`src/rtl/lcd_drive_pkg.sv`:
```
package lcd_drive_pkg;

    // ------------------------------------------------------------
    // register map (byte addresses on the plain register port)
    // ------------------------------------------------------------
    localparam int unsigned ADDR_W               = 16;
    localparam int unsigned DATA_W               = 8;
    localparam logic [15:0] MAIN_CTRL_ADDR       = 16'h2400; // enable, multiplex, all-common, blink rate, divider
    localparam logic [15:0] SUPPLY_BLINK_B_ADDR  = 16'h2401; // supply mode, blink mask b
    localparam logic [15:0] BATTERY_BLINK_A_ADDR = 16'h2402; // battery select, blink mask a
    localparam logic [15:0] OVERRIDE_CTRL_ADDR   = 16'h240c; // force on, force off, data clear
    localparam logic [15:0] CONTRAST_DAC_ADDR    = 16'h240d; // contrast code
    localparam logic [15:0] SEQ_STATUS_ADDR      = 16'h2410; // read-only sequencer state
    localparam logic [7:0]  REG_RESET            = 8'h00;
    localparam logic [7:0]  BATTERY_MASK         = 8'hbf;    // bit 6 reserved, reads zero
    localparam logic [7:0]  OVERRIDE_MASK        = 8'h03;    // clear bit is not stored
    localparam logic [7:0]  CONTRAST_MASK        = 8'h1f;

    // ------------------------------------------------------------
    // field positions
    // ------------------------------------------------------------
    localparam int unsigned ENABLE_BIT     = 7;
    localparam int unsigned MUX_LSB        = 4;
    localparam int unsigned ALLCOM_BIT     = 3;
    localparam int unsigned BLINK_RATE_BIT = 2;
    localparam int unsigned CLKDIV_LSB     = 0;
    localparam int unsigned VMODE_LSB      = 6;
    localparam int unsigned BATTERY_BIT    = 7;
    localparam int unsigned MASK_LSB       = 0;
    localparam int unsigned FORCE_ON_BIT   = 0;
    localparam int unsigned FORCE_OFF_BIT  = 1;
    localparam int unsigned CLEAR_BIT      = 2;
    localparam int unsigned CODE_LSB       = 0;

    // ------------------------------------------------------------
    // codes
    // ------------------------------------------------------------
    localparam logic [1:0] VMODE_EXT   = 2'h3;
    localparam logic [1:0] VMODE_BOOST = 2'h2;
    localparam logic [1:0] VMODE_DAC   = 2'h1;
    localparam logic [2:0] MUX_4_THIRD = 3'h0;
    localparam logic [2:0] MUX_3_THIRD = 3'h1;
    localparam logic [2:0] MUX_2_HALF  = 3'h2;
    localparam logic [2:0] MUX_3_HALF  = 3'h3;
    localparam logic [2:0] MUX_STATIC  = 3'h4;
    localparam logic [2:0] MUX_5_THIRD = 3'h5;
    localparam logic [2:0] MUX_6_THIRD = 3'h6;
    localparam int unsigned NUM_COMMONS = 6;
    localparam logic [1:0] LVL_GND = 2'h0; // ladder levels: ground, one third/half, two thirds, full
    localparam logic [1:0] LVL_1   = 2'h1;
    localparam logic [1:0] LVL_2   = 2'h2;
    localparam logic [1:0] LVL_TOP = 2'h3;

    // ------------------------------------------------------------
    // timing: slow clock 32768 Hz, frame divider 512 >> code
    // ------------------------------------------------------------
    localparam int unsigned SLOW_CLK_HZ    = 32768;
    localparam logic [8:0]  FRAME_CNT_MAX  = 9'h1ff;                   // divide by 512 at code 00
    localparam int unsigned BLINK_SLOW_BIT = $clog2(SLOW_CLK_HZ);      // 0.5 Hz: half period of one second
    localparam int unsigned BLINK_FAST_BIT = $clog2(SLOW_CLK_HZ / 2);  // 1 Hz: half period of half a second

    typedef enum logic [1:0] {BIAS_STATIC, BIAS_HALF, BIAS_THIRD} bias_t;

    typedef struct packed {
        logic [2:0] states;
        bias_t      bias;
    } mux_cfg_t;

    typedef struct packed {
        logic [15:0] addr;
        logic [7:0]  wdata;
        logic        wr;
        logic        rd;
    } reg_bus_req_t;

    typedef struct packed {
        logic       external_supply_sel;
        logic       contrast_dac_en;
        logic       doubler_en;
        logic       dac_bypass;
        logic       dac_power_en;
        logic [4:0] contrast_code;
        logic       battery_supply_sel;
        logic       supply_from_battery;
        logic       supply_pin_drive_en;
    } supply_ctrl_t;

    typedef logic [5:0][1:0] com_levels_t;

endpackage

```
`src/rtl/lcd_drive_control.sv`:
```
// Strobed register access is this design's own decision.
module lcd_drive_control
    import lcd_drive_pkg::*;
(
    // clock and reset
    input  wire logic                        clock_i,
    input  wire logic                        sys_rst_i,
    // register port
    input  wire lcd_drive_pkg::reg_bus_req_t bus_req_i,
    output logic [7:0]                       bus_rdata_o,
    // slow clock pin and context
    input  wire logic                        rtc_clk_i,
    input  wire logic                        brownout_power_mode_i,
    input  wire logic                        display_pin_map_26_i,
    input  wire logic                        display_pin_map_27_i,
    // supply control
    output lcd_drive_pkg::supply_ctrl_t      supply_ctrl_o,
    // waveform outputs
    output lcd_drive_pkg::com_levels_t       com_level_o,
    output logic                             bias_ground_o,
    output logic                             shared_pin_26_com_o,
    output logic                             shared_pin_27_com_o,
    // segment control
    output logic                             pixel_all_on_o,
    output logic                             pixel_all_off_o,
    output logic [5:0]                       blink_off_a_o,
    output logic [5:0]                       blink_off_b_o,
    output logic                             segment_data_clear_o
);
    import lcd_drive_pkg::*;

    // ------------------------------------------------------------
    // state
    // ------------------------------------------------------------
    typedef struct packed {
        logic [7:0]             main_ctrl;        // display_main_control
        logic [7:0]             supply_blink_b;   // supply_mode_blink_mask_b
        logic [7:0]             battery_blink_a;  // battery_select_blink_mask_a
        logic [7:0]             override_ctrl;    // display_override_control
        logic [7:0]             contrast_dac;     // contrast_dac_setting
        logic [7:0]             rdata;            // read data, valid one cycle
        logic [1:0]             rtc_sync;         // two-flop synchroniser
        logic                   rtc_prev;         // edge detector history
        logic [BLINK_SLOW_BIT:0] tick_cnt;        // blink timebase
        logic [8:0]             frame_cnt;        // frame divider
        logic [2:0]             phase;            // current common phase
        logic                   invert;           // second half of the AC frame
        supply_ctrl_t           supply;
        com_levels_t            com_level;
        logic                   bias_ground;
        logic                   sp26_com;
        logic                   sp27_com;
        logic                   all_on;
        logic                   all_off;
        logic [5:0]             blink_a;
        logic [5:0]             blink_b;
        logic                   clear_pulse;
    } state_t;

    state_t st_reg;  // registered state
    state_t st_next; // next state

    // ------------------------------------------------------------
    // decode helpers
    // ------------------------------------------------------------
    function automatic mux_cfg_t decode_mux(input logic [2:0] m);
        mux_cfg_t c;
        c.states = 3'h4;
        c.bias   = BIAS_THIRD;
        case (m)
            MUX_4_THIRD: c = '{states: 3'h4, bias: BIAS_THIRD};
            MUX_3_THIRD: c = '{states: 3'h3, bias: BIAS_THIRD};
            MUX_2_HALF:  c = '{states: 3'h2, bias: BIAS_HALF};
            MUX_3_HALF:  c = '{states: 3'h3, bias: BIAS_HALF};
            MUX_STATIC:  c = '{states: 3'h1, bias: BIAS_STATIC};
            MUX_5_THIRD: c = '{states: 3'h5, bias: BIAS_THIRD};
            MUX_6_THIRD: c = '{states: 3'h6, bias: BIAS_THIRD};
            default:     c = '{states: 3'h4, bias: BIAS_THIRD}; // unused code behaves as the reset mode
        endcase
        return c;
    endfunction

    logic       display_en;   // display enable bit
    logic [2:0] mux_code;     // multiplex field
    logic [1:0] vmode;        // supply mode field
    logic [4:0] code;         // contrast code
    logic [8:0] frame_limit;  // divider terminal count
    logic       slow_tick;    // one cycle per slow clock rising edge
    logic       frame_tick;   // one cycle per frame period
    logic       blink_phase;  // high in the off half of the blink period
    mux_cfg_t   cfg;          // decoded multiplex mode
    logic [2:0] last_phase;   // final phase index of the mode

    assign display_en  = st_reg.main_ctrl[ENABLE_BIT];
    assign mux_code    = st_reg.main_ctrl[MUX_LSB +: 3];
    assign vmode       = st_reg.supply_blink_b[VMODE_LSB +: 2];
    assign code        = st_reg.contrast_dac[CODE_LSB +: 5];
    assign cfg         = decode_mux(mux_code);
    assign last_phase  = cfg.states - 3'h1;
    // only the second flop and its history feed the edge detector
    assign slow_tick   = st_reg.rtc_sync[1] & ~st_reg.rtc_prev;
    assign frame_limit = FRAME_CNT_MAX >> st_reg.main_ctrl[CLKDIV_LSB +: 2];
    assign frame_tick  = slow_tick && (st_reg.frame_cnt >= frame_limit);
    assign blink_phase = st_reg.main_ctrl[BLINK_RATE_BIT] ? st_reg.tick_cnt[BLINK_FAST_BIT]
                                                           : st_reg.tick_cnt[BLINK_SLOW_BIT];

    // ------------------------------------------------------------
    // next-state logic
    // ------------------------------------------------------------
    always_comb begin
        st_next             = st_reg;
        st_next.clear_pulse = 1'b0;
        st_next.rdata       = '0;
        st_next.rtc_sync    = {st_reg.rtc_sync[0], rtc_clk_i};
        st_next.rtc_prev    = st_reg.rtc_sync[1];

        // register writes; reserved bits are dropped so they read zero
        if (bus_req_i.wr) begin
            if (bus_req_i.addr == MAIN_CTRL_ADDR) begin
                st_next.main_ctrl = bus_req_i.wdata;
            end else if (bus_req_i.addr == SUPPLY_BLINK_B_ADDR) begin
                st_next.supply_blink_b = bus_req_i.wdata;
            end else if (bus_req_i.addr == BATTERY_BLINK_A_ADDR) begin
                st_next.battery_blink_a = bus_req_i.wdata & BATTERY_MASK;
            end else if (bus_req_i.addr == OVERRIDE_CTRL_ADDR) begin
                st_next.override_ctrl = bus_req_i.wdata & OVERRIDE_MASK;
                st_next.clear_pulse   = bus_req_i.wdata[CLEAR_BIT];
            end else if (bus_req_i.addr == CONTRAST_DAC_ADDR) begin
                st_next.contrast_dac = bus_req_i.wdata & CONTRAST_MASK;
            end
        end

        // register reads; unmapped addresses answer zero
        if (bus_req_i.rd) begin
            if (bus_req_i.addr == MAIN_CTRL_ADDR) begin
                st_next.rdata = st_reg.main_ctrl;
            end else if (bus_req_i.addr == SUPPLY_BLINK_B_ADDR) begin
                st_next.rdata = st_reg.supply_blink_b;
            end else if (bus_req_i.addr == BATTERY_BLINK_A_ADDR) begin
                st_next.rdata = st_reg.battery_blink_a;
            end else if (bus_req_i.addr == OVERRIDE_CTRL_ADDR) begin
                st_next.rdata = st_reg.override_ctrl;
            end else if (bus_req_i.addr == CONTRAST_DAC_ADDR) begin
                st_next.rdata = st_reg.contrast_dac;
            end else if (bus_req_i.addr == SEQ_STATUS_ADDR) begin
                st_next.rdata = {3'h0, blink_phase, st_reg.invert, st_reg.phase};
            end
        end

        // timebases run on slow clock edges only
        if (slow_tick) begin
            st_next.tick_cnt  = st_reg.tick_cnt + 1'b1;
            st_next.frame_cnt = frame_tick ? 9'h000 : st_reg.frame_cnt + 9'h001;
        end

        // one phase per frame; >= also recovers when the mode shrinks
        if (frame_tick) begin
            if (st_reg.phase >= last_phase) begin
                st_next.phase  = 3'h0;
                st_next.invert = ~st_reg.invert;
            end else begin
                st_next.phase = st_reg.phase + 3'h1;
            end
        end

        // supply decode; doubler is not qualified by power mode
        st_next.supply.external_supply_sel = (vmode == VMODE_EXT);
        st_next.supply.contrast_dac_en     = (vmode == VMODE_BOOST) || (vmode == VMODE_DAC);
        st_next.supply.doubler_en          = (vmode == VMODE_BOOST);
        st_next.supply.dac_bypass          = (code == 5'h00);
        // external supply makes the contrast setting meaningless
        st_next.supply.dac_power_en        = st_next.supply.contrast_dac_en && (code != 5'h00)
                                             && !st_next.supply.external_supply_sel;
        st_next.supply.contrast_code       = code;
        st_next.supply.battery_supply_sel  = st_reg.battery_blink_a[BATTERY_BIT];
        st_next.supply.supply_from_battery = st_reg.battery_blink_a[BATTERY_BIT] | brownout_power_mode_i;
        st_next.supply.supply_pin_drive_en = !st_next.supply.external_supply_sel;

        // shared pins become commons
        st_next.sp27_com = (mux_code == MUX_5_THIRD) || (mux_code == MUX_6_THIRD)
                           || (st_reg.main_ctrl[ALLCOM_BIT] && display_pin_map_27_i);
        st_next.sp26_com = (mux_code == MUX_6_THIRD)
                           || (st_reg.main_ctrl[ALLCOM_BIT] && display_pin_map_26_i);

        // common waveforms per phase and AC half
        for (int i = 0; i < NUM_COMMONS; i++) begin
            if (!display_en) begin
                st_next.com_level[i] = LVL_GND;
            end else if (3'(i) < cfg.states) begin
                if (st_reg.phase == 3'(i)) begin
                    st_next.com_level[i] = st_reg.invert ? LVL_GND : LVL_TOP;
                end else if (cfg.bias == BIAS_THIRD) begin
                    st_next.com_level[i] = st_reg.invert ? LVL_2 : LVL_1;
                end else begin
                    st_next.com_level[i] = LVL_1;
                end
            end else begin
                // unused common follows the segment-off waveform, so its pixels see no net voltage
                case (cfg.bias)
                    BIAS_THIRD: st_next.com_level[i] = st_reg.invert ? LVL_1 : LVL_2;
                    BIAS_HALF:  st_next.com_level[i] = LVL_1;
                    default:    st_next.com_level[i] = st_reg.invert ? LVL_GND : LVL_TOP;
                endcase
            end
        end
        st_next.bias_ground = !display_en;

        // overrides never touch stored data; force on wins over blank
        st_next.all_on  = st_reg.override_ctrl[FORCE_ON_BIT];
        st_next.all_off = st_reg.override_ctrl[FORCE_OFF_BIT] && !st_reg.override_ctrl[FORCE_ON_BIT];

        // blinking pixels are forced off during the off half
        st_next.blink_a = st_reg.battery_blink_a[MASK_LSB +: 6] & {6{blink_phase}};
        st_next.blink_b = st_reg.supply_blink_b[MASK_LSB +: 6] & {6{blink_phase}};
    end

    // ------------------------------------------------------------
    // state register
    // ------------------------------------------------------------
    // blink masks are reset only by this reset, never by a power-mode change
    always_ff @(posedge clock_i) begin
        if (sys_rst_i) begin
            st_reg                 <= '0;
            st_reg.main_ctrl       <= REG_RESET;
            st_reg.supply_blink_b  <= REG_RESET;
            st_reg.battery_blink_a <= REG_RESET;
            st_reg.override_ctrl   <= REG_RESET;
            st_reg.contrast_dac    <= REG_RESET;
        end else begin
            st_reg <= st_next;
        end
    end

    // ------------------------------------------------------------
    // outputs
    // ------------------------------------------------------------
    assign bus_rdata_o          = st_reg.rdata;
    assign supply_ctrl_o        = st_reg.supply;
    assign com_level_o          = st_reg.com_level;
    assign bias_ground_o        = st_reg.bias_ground;
    assign shared_pin_26_com_o  = st_reg.sp26_com;
    assign shared_pin_27_com_o  = st_reg.sp27_com;
    assign pixel_all_on_o       = st_reg.all_on;
    assign pixel_all_off_o      = st_reg.all_off;
    assign blink_off_a_o        = st_reg.blink_a;
    assign blink_off_b_o        = st_reg.blink_b;
    assign segment_data_clear_o = st_reg.clear_pulse;
endmodule

```
`config.mk`:
```
export PLATFORM = sky130hd
export DESIGN_NAME = lcd_drive_control
export DESIGN_NICKNAME = d
export VERILOG_FILES = /design/src/rtl/lcd_drive_pkg.sv /design/src/rtl/lcd_drive_control.sv
export SDC_FILE = /design/constraint.sdc
export NUM_CORES = 1
export LEC_CHECK = 0
export BUFFER_PORTS_ARGS = -buffer_cell sky130_fd_sc_hd__buf_4
export CORE_MARGIN = 5
export CORE_UTILIZATION = 30
export DETAILED_ROUTE_END_ITERATION = 6
export PLACE_DENSITY_LB_ADDON = 0.05
export REMOVE_ABC_BUFFERS = 1
export SKIP_LAST_GASP = 1
export SYNTH_ARGS = -nofsm -noshare
export SYNTH_HDL_FRONTEND = slang
export SYNTH_SLANG_ARGS = --single-unit
export TNS_END_PERCENT = 50
```
`constraint.sdc`:
```
create_clock -name clock_i -period 2.5 [get_ports clock_i]
set_input_delay 0.5 -clock clock_i [delete_from_list [all_inputs] [get_ports clock_i]]
set_output_delay 0.5 -clock clock_i [all_outputs]
set_load 0.01 [all_outputs]
```
======== Yosys cells after proc, flatten, opt, wreduce, memory -nomap -nowiden ========
Index checks and enable logic that the tools add are counted.
storage, ports and cells
  register bits ........................... 113
  input port bits ......................... 32
  output and inout port bits .............. 51
  logic and storage cells ................. 135
operators by class
  $add $sub $neg .......................... 4
  $lt $le $gt $ge ......................... 8
  eq/ne operators ......................... 22
  shifts and indexed selects .............. 1
  multiplexer cells ....................... 27
  bitwise operators ....................... 13
  reductions and logical operators ........ 25
operators by type and width
  operator               count
  $eq 16x14->1 const B   6
  $mux 2                 16
  $pmux 5 s6             1
  $mux 8                 3
  $add 16x1->16 const B  1
  $eq 3x3->1 const B     5
  $mux 5                 3
  $and 6x6->6            2
  $eq 3x2->1 const B     4
  $add 9x1->9 const B    1
  $ge 9x9->1             1
  $mux 9                 1
  $not 1->1              9
  $shr 9x2->9 const A    1
  $eq 2x2->1 const B     3
  $eq 3x1->1 const B     2
  $logic_and 1x1->1      6
  $lt 1x3->1 const A     2
  $lt 2x3->1 const A     2
  $lt 3x3->1 const A     2
  $reduce_and 6->1       1
  $reduce_or 6->1        1
  $logic_not 5->1        1
  $reduce_and 5->1       1
  other kinds (17)       25

======== Longest topological paths before layout ========
Gate-level depths: netlist of the first run.
  depth after elaboration ................. 7
  gate-level depth with buffers ........... 10
  depth with buffers taken out ............ 8

======== Worst setup path after synthesis of the first run ========
No wires, ideal clock.
  path type ............................... register to register
  start point ............................. reg st_reg (netlist bit mux_code[2])
  end point ............................... reg st_reg[44] in the netlist's numbering
  setup time .............................. 87 ps
  arrival ................................. 2048 ps
  data required time ...................... 2413 ps
  slack ................................... 365 ps
  cell stages (with the launch flop) ...... 11
  buffers on the path ..................... 2
  period minus slack after synthesis ...... 2135 ps
  cells stage by stage .................... dfxtp_1 > buf_1 > clkbuf_1 > nand2_1 > o21ai_0 > ha_1 > nand2b_1 > a21o_1 > a21oi_1 > nand2b_1 > o31ai_1
on the way
  word-level cells in the longest chain between the ends .. 5
  elaborated cells on any way between the ends .. 10
  those cells by class .................... 1 x add/sub; 1 x order compare; 6 x eq/ne; 2 x mux
RTL lines
  element                             line                      source
  start, declared                     lcd_drive_control.sv:60   state_t st_reg;
  start signal, assigned              lcd_drive_control.sv:230  st_reg <= st_next;
  $eq 3x3->1 (tied with other cells)  lcd_drive_control.sv:70   case (m)
  $pmux 5 s6 (*)                      lcd_drive_control.sv:70
  $sub 3x1->3 (*)                     lcd_drive_control.sv:99   assign last_phase = cfg.states - 3'h1;
  $ge 3x3->1 (*)                      lcd_drive_control.sv:158  if (st_reg.phase >= last_phase) begin
  $mux 3 (*)                          lcd_drive_control.sv:158
Every way passes the cells marked *; elsewhere a longest branch is shown, timed or not.
A chain may end at the register's enable or synchronous reset.

======== Final worst setup path of the first run ========
  start point ............................. reg st_reg[115] in the netlist's numbering
  end point ............................... reg st_reg[48] in the netlist's numbering
on the way
  word-level cells in the longest chain between the ends .. 4
RTL lines
  element            line                      source
  $shr 9x2->9        lcd_drive_control.sv:102  assign frame_limit = FRAME_CNT_MAX >> st_reg.main_ctrl[CLKDIV_LSB +: 2];
  $ge 9x9->1         lcd_drive_control.sv:103  assign frame_tick = slow_tick && (st_reg.frame_cnt >= frame_limit);
  $logic_and 1x1->1  lcd_drive_control.sv:103
  $mux 9             lcd_drive_control.sv:153  st_next.frame_cnt = frame_tick ? 9'h000 : st_reg.frame_cnt + 9'h001;
No other way between the ends.

==> impl_metrics.yaml, run 1 <==
power:
  p_leak_uw: 0.00265
  fin_total_pwr_uw: 4160
  ir_drop_mv: 0.437
  powerDensity_nw_per_um2: 676
final_layout:
  syn_to_final_growth_pct: 20.8
  fillers: 1734
  antenna_cells: 0
  multi_input_area_um2: 2330
  fin_area_um2: 6160
  largest_reg_flops: 49
  regArea_um2: 2260
  final_cells: 842
  drive_above_1_share: 0.217
  nets: 657
critical_path:
  crit_chain: "or2_2, ha_1, nand3b_1, o2bb2ai_1, a31oi_1, nand2b_1, a21oi_1"
  critical_path_arrival_ns: 2.44
  crit_type: "flop to flop"
  start_kind: "flop"
  crit_slowest_cell: "a31oi_1"
  crit_required_ns: 2.84
  cp_max_fo: 9
  r2r_setup_slack_ns: 0.40
  cp-end-kind: "flop"
  max_stage_delay_ns: 0.44
global_route:
  antenna_found_initial: 0
  overflow: 0
  grt_use_total: 0.130
  grt_pass1_vias: 3905
  grt_max_degree: 31
  grt_pass1_wl_um: 20300
yosys:
  synth_xor_xnor_area_share: 0.0412
  synth-edff-count: 0
  synth_top_area_frac: 0.444
  ys_types: 54
  synth_top_family_by_area: "simple AND/OR/NAND/NOR gates"
  synth_top_flop_cell: "dfxtp_1"
  synth_compound_area_frac: 0.108
  synth_area_leaders: "dfxtp_1 (44%), buf_4 (6.6%), nor2_1 (5.4%)"
  yosysSeqAreaShare: 0.444
  avgSynthCellArea_um2: 8.93
  yosysWarnings: 0
  ys_ff_latch: 113
  synthAdderAreaFrac: 0.0368
  syn_area_um2: 5100
  syn_inst: 571
  synthArstFlopShare: 0
  synth-simple-area-share: 0.226
  yosys.area.top_type: "dfxtp_1"
  muxShareOfSynthArea: 0.0452
sta:
  fin_worst_skew_ns: 0.00590
  hold_ws_ns: 0.301
  rsz0062_at_grt: "no"
  period_needed_ns: 2.10
  relSlewSlack: 0.401
  fmax_mhz: 475
  finalMaxSlewViolations: 0
  finalHoldViolCount: 0
  setup_tns_ns: 0
  fin_crit_sh: 0.842
  worst_slew_pin_slew_ns: 0.897
  finalSetupViolCount: 0
die:
  die_width_um: 140
  initial_utilization: 0.306
  chipHeight_um: 140
  io_pins: 83
  fp-row-count: 47
  die-area_um2: 19700
  core-area_um2: 16600
place:
  hpwl_um: 8980
  dp.cells: 811
  place.port_buffers: 82
  dpl_cell_area_um2: 5600
  place.gp.congestion: 0.811
clocking:
  postCtsSetupRepairBufs: 0
  clkTransAtPathRegs_ns: 0.05
  htreeDepth: 4
  cts_tree: "built"
  clkSinkCount: 113
  clk_latency_ns: 0.41
  cts_resized: 0
  cts-root-buf: "clkbuf_16"
  cts_buffers: 17
  cts_hold_buffers: 0
  clockBufferDepth: 2
drt:
  drt-wirelength-per-cell_um: 14.5
  via_per_inst: 4.60
  routed_wl_um: 12200
  postRouteAntennaNets: 0
  drt_iter0_drc: 221
  first_pass_iters: 5
  post-route-drc-count: 0
  vias: 3877
worst_hold_path:
  hold_class: "input port to flop"
flow_run:
  cap_violations: 0
run_status:
  status: "completed"
## layout make-up
type,instances,area share
clock buffers,26,0.0860
clock inverters,5,0.00406
well taps,220,0.0447
inverters,7,0.00427
multi-input cells,377,0.379
flip-flops and latches,113,0.367
repair buffers,94,0.115
## critical path: cells and delay by family (launching register included)
kind / cells / cell delay (ns)
AND/OR/NAND/NOR: 3 / 0.73
AO/OA/AOI/OAI: 3 / 0.70
flip-flops: 1 / 0.34
adder cells (fa/ha/maj): 1 / 0.27
## per-layer routing
layer	wire length [um]	global-route usage	vias to the layer above	share of wire
li1	-	-	1975	-
met1	5860	0.167	1807	0.48
met2	5510	0.199	85	0.45
met3	743	0.0470	10	0.061
met4	115	0.0510	0	0.0094
met5	0	0	-	0
## final timing paths
| check | cells after the start | endpoint | from |
|---|---|---|---|
| max reg2reg | 7 | st_reg[48]$_SDFFE_PP0P_ | st_reg[115]$_SDFFE_PP0P_ |
| max | 7 | st_reg[48]$_SDFFE_PP0P_ | st_reg[115]$_SDFFE_PP0P_ |
| min reg2reg | 1 | st_next[72]$_SDFF_PP0_ | st_next[74]$_SDFF_PP0_ |
| min | 2 | st_next[74]$_SDFF_PP0_ | rtc_clk_i |
## metrics by stage
stage	worst slack (ns)	util
floorplan	0.619	-
global placement	0.311	0.337
detailed placement	0.210	0.337
CTS	0.367	0.370
global route	0.185	0.370
finish	0.396	0.370
## power by group
| part | internal [uW] | switching, uW | total [uW] |
|---|---|---|---|
| logic | 56.9 | 69.7 | 127 |
| registers | 1810 | 4.67 | 1820 |
| clock network | 1430 | 784 | 2220 |
| total | 3300 | 858 | 4160 |
## cells by family (layout without fill, tap and decap cells)
kind of cell | Yosys count | in the layout
and+or+nand+nor | 227 | 227
DFF | 113 | 113
AOI/OAI and AO/OA | 88 | 88
buffers and inverters | 81 | 132
xor gates and xnor gates | 24 | 24
muxes | 23 | 23
adders and majority gates | 15 | 15
## cell usage in the layout, fill, tap and decap left out, types with 6 or more instances in the layout
cell       count
ha_1          15
o21ai_0       17
a31oi_1        6
a21oi_1       33
and2_1        13
nand2b_1      14
nand4_1        6
nor2_1        73
inv_1          7
nor2b_1       17
dfxtp_1      113
buf_4         94
clkbuf_16     17
xnor2_1        6
nand2_1       44
clkbuf_8       7
nand3_1       15
mux2i_1       23
xor2_1        18
nor3_1         8
## synthesized netlist by cell type (3+ instances only)
library cell and n:
xnor2_1 6, a21oi_1 33, a221oi_1 4, inv_1 7
clkbuf_1 23, nand4_1 6, nand2b_1 14, a31oi_1 6
nand3_1 15, a22o_1 4, mux2i_1 23, and2_1 13
nor3b_1 3, nor4_1 5, buf_4 45, and3_1 5
nand3b_1 4, o21ai_0 17, a22oi_1 4, dfxtp_1 113
nor2_1 73, nand2_1 44, xor2_1 18, nor2b_1 17
a21o_1 4, o31ai_1 5, nor3_1 8, ha_1 15
No activity file was read; power rests on OpenSTA's default activity.
==> inputs of run 2 (changes only) <==
Clock period 2.5 ns to 1.75 ns, I/O delays scaled along.
==> run 2 against run 1 <==
  * Wire length is 1.7% higher
  * Non-clock buffer count up 41
  * Final cell count grew 5.0%
  * Sequential share of layout area fell by 2.5 points
  * Sequential power rose by 42%
  * Maximum frequency up 20%
  * Combinational power rose by 58%
  * The run now ends with negative setup slack left
==> impl_metrics.yaml, run 2 (synthesis results as in run 1) <==
clocking:
  clkTransAtPathRegs_ns: 0.05
  clockBufferDepth: 2
  cts_hold_buffers: 0
  cts_tree: "built"
  clk_latency_ns: 0.41
  htreeDepth: 4
  postCtsSetupRepairBufs: 0
  cts-root-buf: "clkbuf_16"
  clkSinkCount: 113
  cts_buffers: 17
critical_path:
  crit_type: "flop to flop"
  cp-end-kind: "flop"
  r2r_setup_slack_ns: -0.005
  cp_max_fo: 3
  start_kind: "flop"
  crit_required_ns: 2.09
  critical_path_arrival_ns: 2.10
final_layout:
  final_core_util: 0.397
  syn_to_final_growth_pct: 29.6
  antenna_cells: 0
  final_cell_mix: "buf_4 (132), dfxtp_1 (113), nor2_1 (73)"
  nets: 698
  final_common_cell: "buf_4"
  fillers: 1721
  largest_reg_flops: 49
  drive_above_1_share: 0.280
sta:
  finalMaxSlewViolations: 0
  period_needed_ns: 1.75
  finalSetupViolCount: 1
  fin_worst_skew_ns: 0.00724
  fmax_mhz: 570
  worst_slew_pin_slew_ns: 0.424
  fin_ws_ns: -0.00466
  finalHoldViolCount: 0
  relSlewSlack: 0.715
  fin_crit_sh: 1.00
  rsz0062_at_grt: "yes"
die:
  fp-row-count: 47
  io_pins: 83
  die-area_um2: 19700
  die_width_um: 140
  chipHeight_um: 140
  initial_utilization: 0.306
  core-area_um2: 16600
power:
  powerDensity_nw_per_um2: 957
  p_leak_uw: 0.00289
  ir_drop_mv: 0.621
global_route:
  grt_pass1_vias: 4039
  overflow: 0
  grt_max_degree: 29
  antenna_found_initial: 0
  grt_pass1_wl_um: 20400
  grt_use_total: 0.130
drt:
  post-route-drc-count: 0
  drt_iter0_drc: 230
  first_pass_iters: 4
  postRouteAntennaNets: 0
  drt-wirelength-per-cell_um: 14.1
  routed_wl_um: 12400
  vias: 4024
  via_per_inst: 4.55
flow_run:
  cap_violations: 0
place:
  place.port_buffers: 82
  hpwl_um: 9380
  dp_slack_ns: -0.159
  place.gp.congestion: 0.867
run_status:
  status: "finished, violations left"
  violations: "negative setup slack"
worst_hold_path:
  hold_class: "input port to flop"
==> run 2: changes by cell type in the layout (fill, tap and decap cells not counted), moves of 2 or more <==
cell,previous run,this run
o31ai_1,5,3
clkbuf_8,7,3
clkinvlp_4,0,3
buf_4,94,132
bufinv_16,0,3
nand2b_1,14,12
a21oi_1,33,30
a21oi_2,0,3
buf_12,0,2
==> run 2: stage by stage <==
stage               TNS (ns)  instance area, um2  std cells  total power [uW]  hold slack [ns]
floorplan             -0.647                4620        497              2690            0.414
global placement      -0.299                5940        852              2850            0.432
detailed placement    -0.791                5940        852              2850            0.426
CTS                  -0.0555                6580        884              6430            0.134
global route          -0.500                6610        884              6550            0.150
finish              -0.00466                6610        884              6330            0.155
==> run 2: where the power goes <==
group	leakage (uW)	total (uW)	switching, uW	internal, uW
sequential	0.000912	2590	6.34	2590
combinational	0.00168	201	103	97.6
clock	0.000292	3530	1190	2340
total	0.00289	6330	1300	5020
==> run 2: path summary, 6_finish.rpt <==
kind / from / end / depth (start not counted)
setup / recovery: st_reg[115]$_SDFFE_PP0P_ / st_reg[43]$_SDFFE_PP0P_ / 7
hold / removal: brownout_power_mode_i / supply_ctrl_o[1]$_SDFF_PP0_ / 3
setup reg to reg: st_reg[115]$_SDFFE_PP0P_ / st_reg[43]$_SDFFE_PP0P_ / 7
hold reg to reg: st_next[74]$_SDFF_PP0_ / st_next[72]$_SDFF_PP0_ / 1
==> run 2: layout make-up <==
class | count | area, um2 | area share
well taps | 220 | 275 | 0.0417
flip-flops and latches | 113 | 2260 | 0.342
clock inverters | 10 | 133 | 0.0201
multi-input cells | 377 | 2390 | 0.362
clock buffers | 22 | 474 | 0.0718
inverters | 7 | 26.3 | 0.00398
repair buffers | 135 | 1040 | 0.158
==> run 2: routing by layer <==
metal / track usage / up-vias / part of all wire
met4: 0.0520 / 0 / 0.013
met1: 0.173 / 1845 / 0.49
met5: 0 / - / 0
met3: 0.0378 / 10 / 0.048
met2: 0.198 / 93 / 0.45
li1: - / 2076 / -
==> run 2: repair_timing <==
item	4_1_cts	5_1_grt
setup endpoints to repair	13	13
gates resized for setup	6	7
pin swaps	2	3
==> run 2: worst max-delay path, stage by stage (launching register included) <==
cell and delay (ns):
dfxtp_1 0.31, or2_4 0.26, ha_4 0.26, nand3b_1 0.10, o2bb2ai_1 0.19, a31oi_2 0.07
or3_1 0.37, a21oi_2 0.14
==> inputs of run 3 (changes only) <==
Settings changed: CORE_MARGIN 5 to unset, SKIP_LAST_GASP 1 to unset.
==> run 3 against run 2 <==
  * The run now ends clean
  * Clock power barely moved
  * Combinational power barely moved
  * Critical path type unchanged
  * Final cell count fell by 1.0%
  * First-iteration DRC count fell by 34%
  * Die area fell by 11%
  * Core utilization fell by 0.063 points
  * Largest cell class unchanged
  * Global-route usage rose by 1.3 points
==> impl_metrics.yaml, run 3 (synthesis results as in run 1) <==
clocking:
  clkSinkCount: 113
  cts_hold_buffers: 0
  htreeDepth: 4
  cts-root-buf: "clkbuf_16"
  cts_tree: "built"
  cts_buffers: 17
  clockBufferDepth: 2
  postCtsSetupRepairBufs: 0
  clkTransAtPathRegs_ns: 0.05
  clk_latency_ns: 0.41
flow_run:
  cap_violations: 0
critical_path:
  crit_chain: "or2_4, ha_4, nand3b_1, nor2_2, a31oi_4, buf_6, nand3b_1, a21oi_2"
  r2r-start: "st_reg[116]$_SDFFE_PP0P_"
  r2r_setup_slack_ns: 0.006
  r2r_cells: 8
  cp-end-kind: "flop"
  crit_slowest_cell: "dfxtp_1"
  start_kind: "flop"
  cp_max_fo: 5
  max_stage_delay_ns: 0.30
  critical_path_arrival_ns: 2.08
  crit_type: "flop to flop"
  timing.rr.end: "st_reg[45]$_SDFFE_PP0P_"
  crit_required_ns: 2.09
  path_common_cell: "nand3b_1"
power:
  p_int_uw: 5020
  ir_drop_mv: 0.635
  powerDensity_nw_per_um2: 958
  switchingPower_uw: 1280
  p_leak_uw: 0.00285
  swShare: 0.203
  power_frac_comb: 0.032
  clockPowerShare: 0.556
  fin_total_pwr_uw: 6300
  share_seq_of_total_power: 0.412
final_layout:
  final_cell_mix: "buf_4 (120), dfxtp_1 (110), nor2_1 (72)"
  antenna_cells: 0
  final_core_util: 0.396
  fin_area_um2: 6570
  nets: 689
  syn_to_final_growth_pct: 29.0
  drive_above_1_share: 0.273
  final_common_cell: "buf_4"
  largest_reg_flops: 49
global_route:
  antenna_found_initial: 0
  use_met1: 0.181
  grt_use_total: 0.143
  grt_pass1_vias: 3924
  grt_pass1_wl_um: 19400
  grt_max_degree: 30
  overflow: 0
  grtUsageMet3: 0.0434
  grt.busiest_layer: "met2"
  grt_use_met2: 0.223
place:
  dp_slack_ns: -0.189
  hpwl_um: 8860
  place.port_buffers: 82
  dpl_cell_area_um2: 5910
  place.gp.congestion: 0.771
drt:
  postRouteAntennaNets: 0
  drt-wirelength-per-cell_um: 13.5
  drt_iter0_drc: 151
  via_per_inst: 4.60
  first_pass_iters: 4
  routed_wl_um: 11800
  post-route-drc-count: 0
  vias: 4021
die:
  core-area_um2: 16600
  initial_utilization: 0.307
  fp-row-count: 47
  io_pins: 83
  die-area_um2: 17500
  chipHeight_um: 132
  die_width_um: 132
sta:
  finalHoldViolCount: 0
  fmax_mhz: 573
  worst_slew_pin_slew_ns: 0.489
  rsz0062_at_grt: "yes"
  period_needed_ns: 1.74
  setup_tns_ns: 0
  finalMaxSlewViolations: 0
  fin_crit_sh: 0.996
  fin_ws_ns: 0.00631
  finalSetupViolCount: 0
  relSlewSlack: 0.673
  fin_worst_skew_ns: 0.0122
worst_hold_path:
  timing.hold.worst_path_depth: 3
  min_to: "supply_ctrl_o[1]$_SDFF_PP0_"
  hold_class: "input port to flop"
  holdCritStartpoint: "brownout_power_mode_i"
run_status:
  status: "completed"
[run 3: changes by cell type in the layout (fill, tap and decap cells not counted), moves of 2 or more]
cell,previous run,this run
buf_4,132,120
buf_12,2,5
dfxtp_1,113,110
dfxtp_2,0,3
o21ai_0,16,14
o21ai_1,1,3
[run 3: repair_timing]
item	in CTS	in global routing
endpoints found under the setup margin	13	13
resized for setup	5	12
cloned	0	0
pin swaps	5	4
[run 3: how the worst max path moves through the flow]
stage	endpoint	slack, ns	cells past startpoint	startpoint
floorplan	st_reg[46]$_SDFFE_PP0P_	-0.13	7	mux_code[2]$_SDFFE_PP0P_
global placement	st_reg[48]$_SDFFE_PP0P_	-0.12	7	st_reg[115]$_SDFFE_PP0P_
detailed placement	st_reg[48]$_SDFFE_PP0P_	-0.19	7	st_reg[115]$_SDFFE_PP0P_
CTS	st_reg[43]$_SDFFE_PP0P_	-0.03	8	st_reg[115]$_SDFFE_PP0P_
global route	st_reg[45]$_SDFFE_PP0P_	-0.09	8	st_reg[116]$_SDFFE_PP0P_
finish	st_reg[45]$_SDFFE_PP0P_	0.006	8	st_reg[116]$_SDFFE_PP0P_
[run 3: layout make-up]
type	count	area [um2]
flip-flops and latches	113	2270
fillers	1687	10000
well taps	220	275
inverters	7	26.3
clock inverters	10	133
clock buffers	22	474
multi-input cells	377	2390
repair buffers	126	1010
[run 3: per-layer routing]
layer | vias up | routed length [um]
met5 | - | 0
met4 | 0 | 170
met3 | 16 | 651
met2 | 97 | 5350
met1 | 1859 | 5630
li1 | 2049 | -
[run 3: metrics by stage]
| stage | cells | hold WS (ns) |
|---|---|---|
| after detailed placement | 843 | 0.430 |
| after global placement | 843 | 0.428 |
| after floorplan | 497 | 0.414 |
| final | 875 | 0.149 |
| after CTS | 875 | 0.142 |
| after global routing | 875 | 0.155 |
[run 3: power groups by stage]
stage                     sequential, uW  combinational (uW)  clock [uW]
after floorplan                     2650                45.1           0
after global placement              2650                 202           0
after detailed placement            2650                 203           0
after CTS                           2590                 204        3610
after global routing                2590                 220        3750
final                               2590                 200        3510
[run 3: critical path: cells and delay by family (launching register included)]
kind / cells / cell delay, ns
flip-flops: 1 / 0.30
buffers and inverters: 1 / 0.14
AND/OR/NAND/NOR: 4 / 0.72
AO/OA/AOI/OAI: 2 / 0.26
adder cells (fa/ha/maj): 1 / 0.25
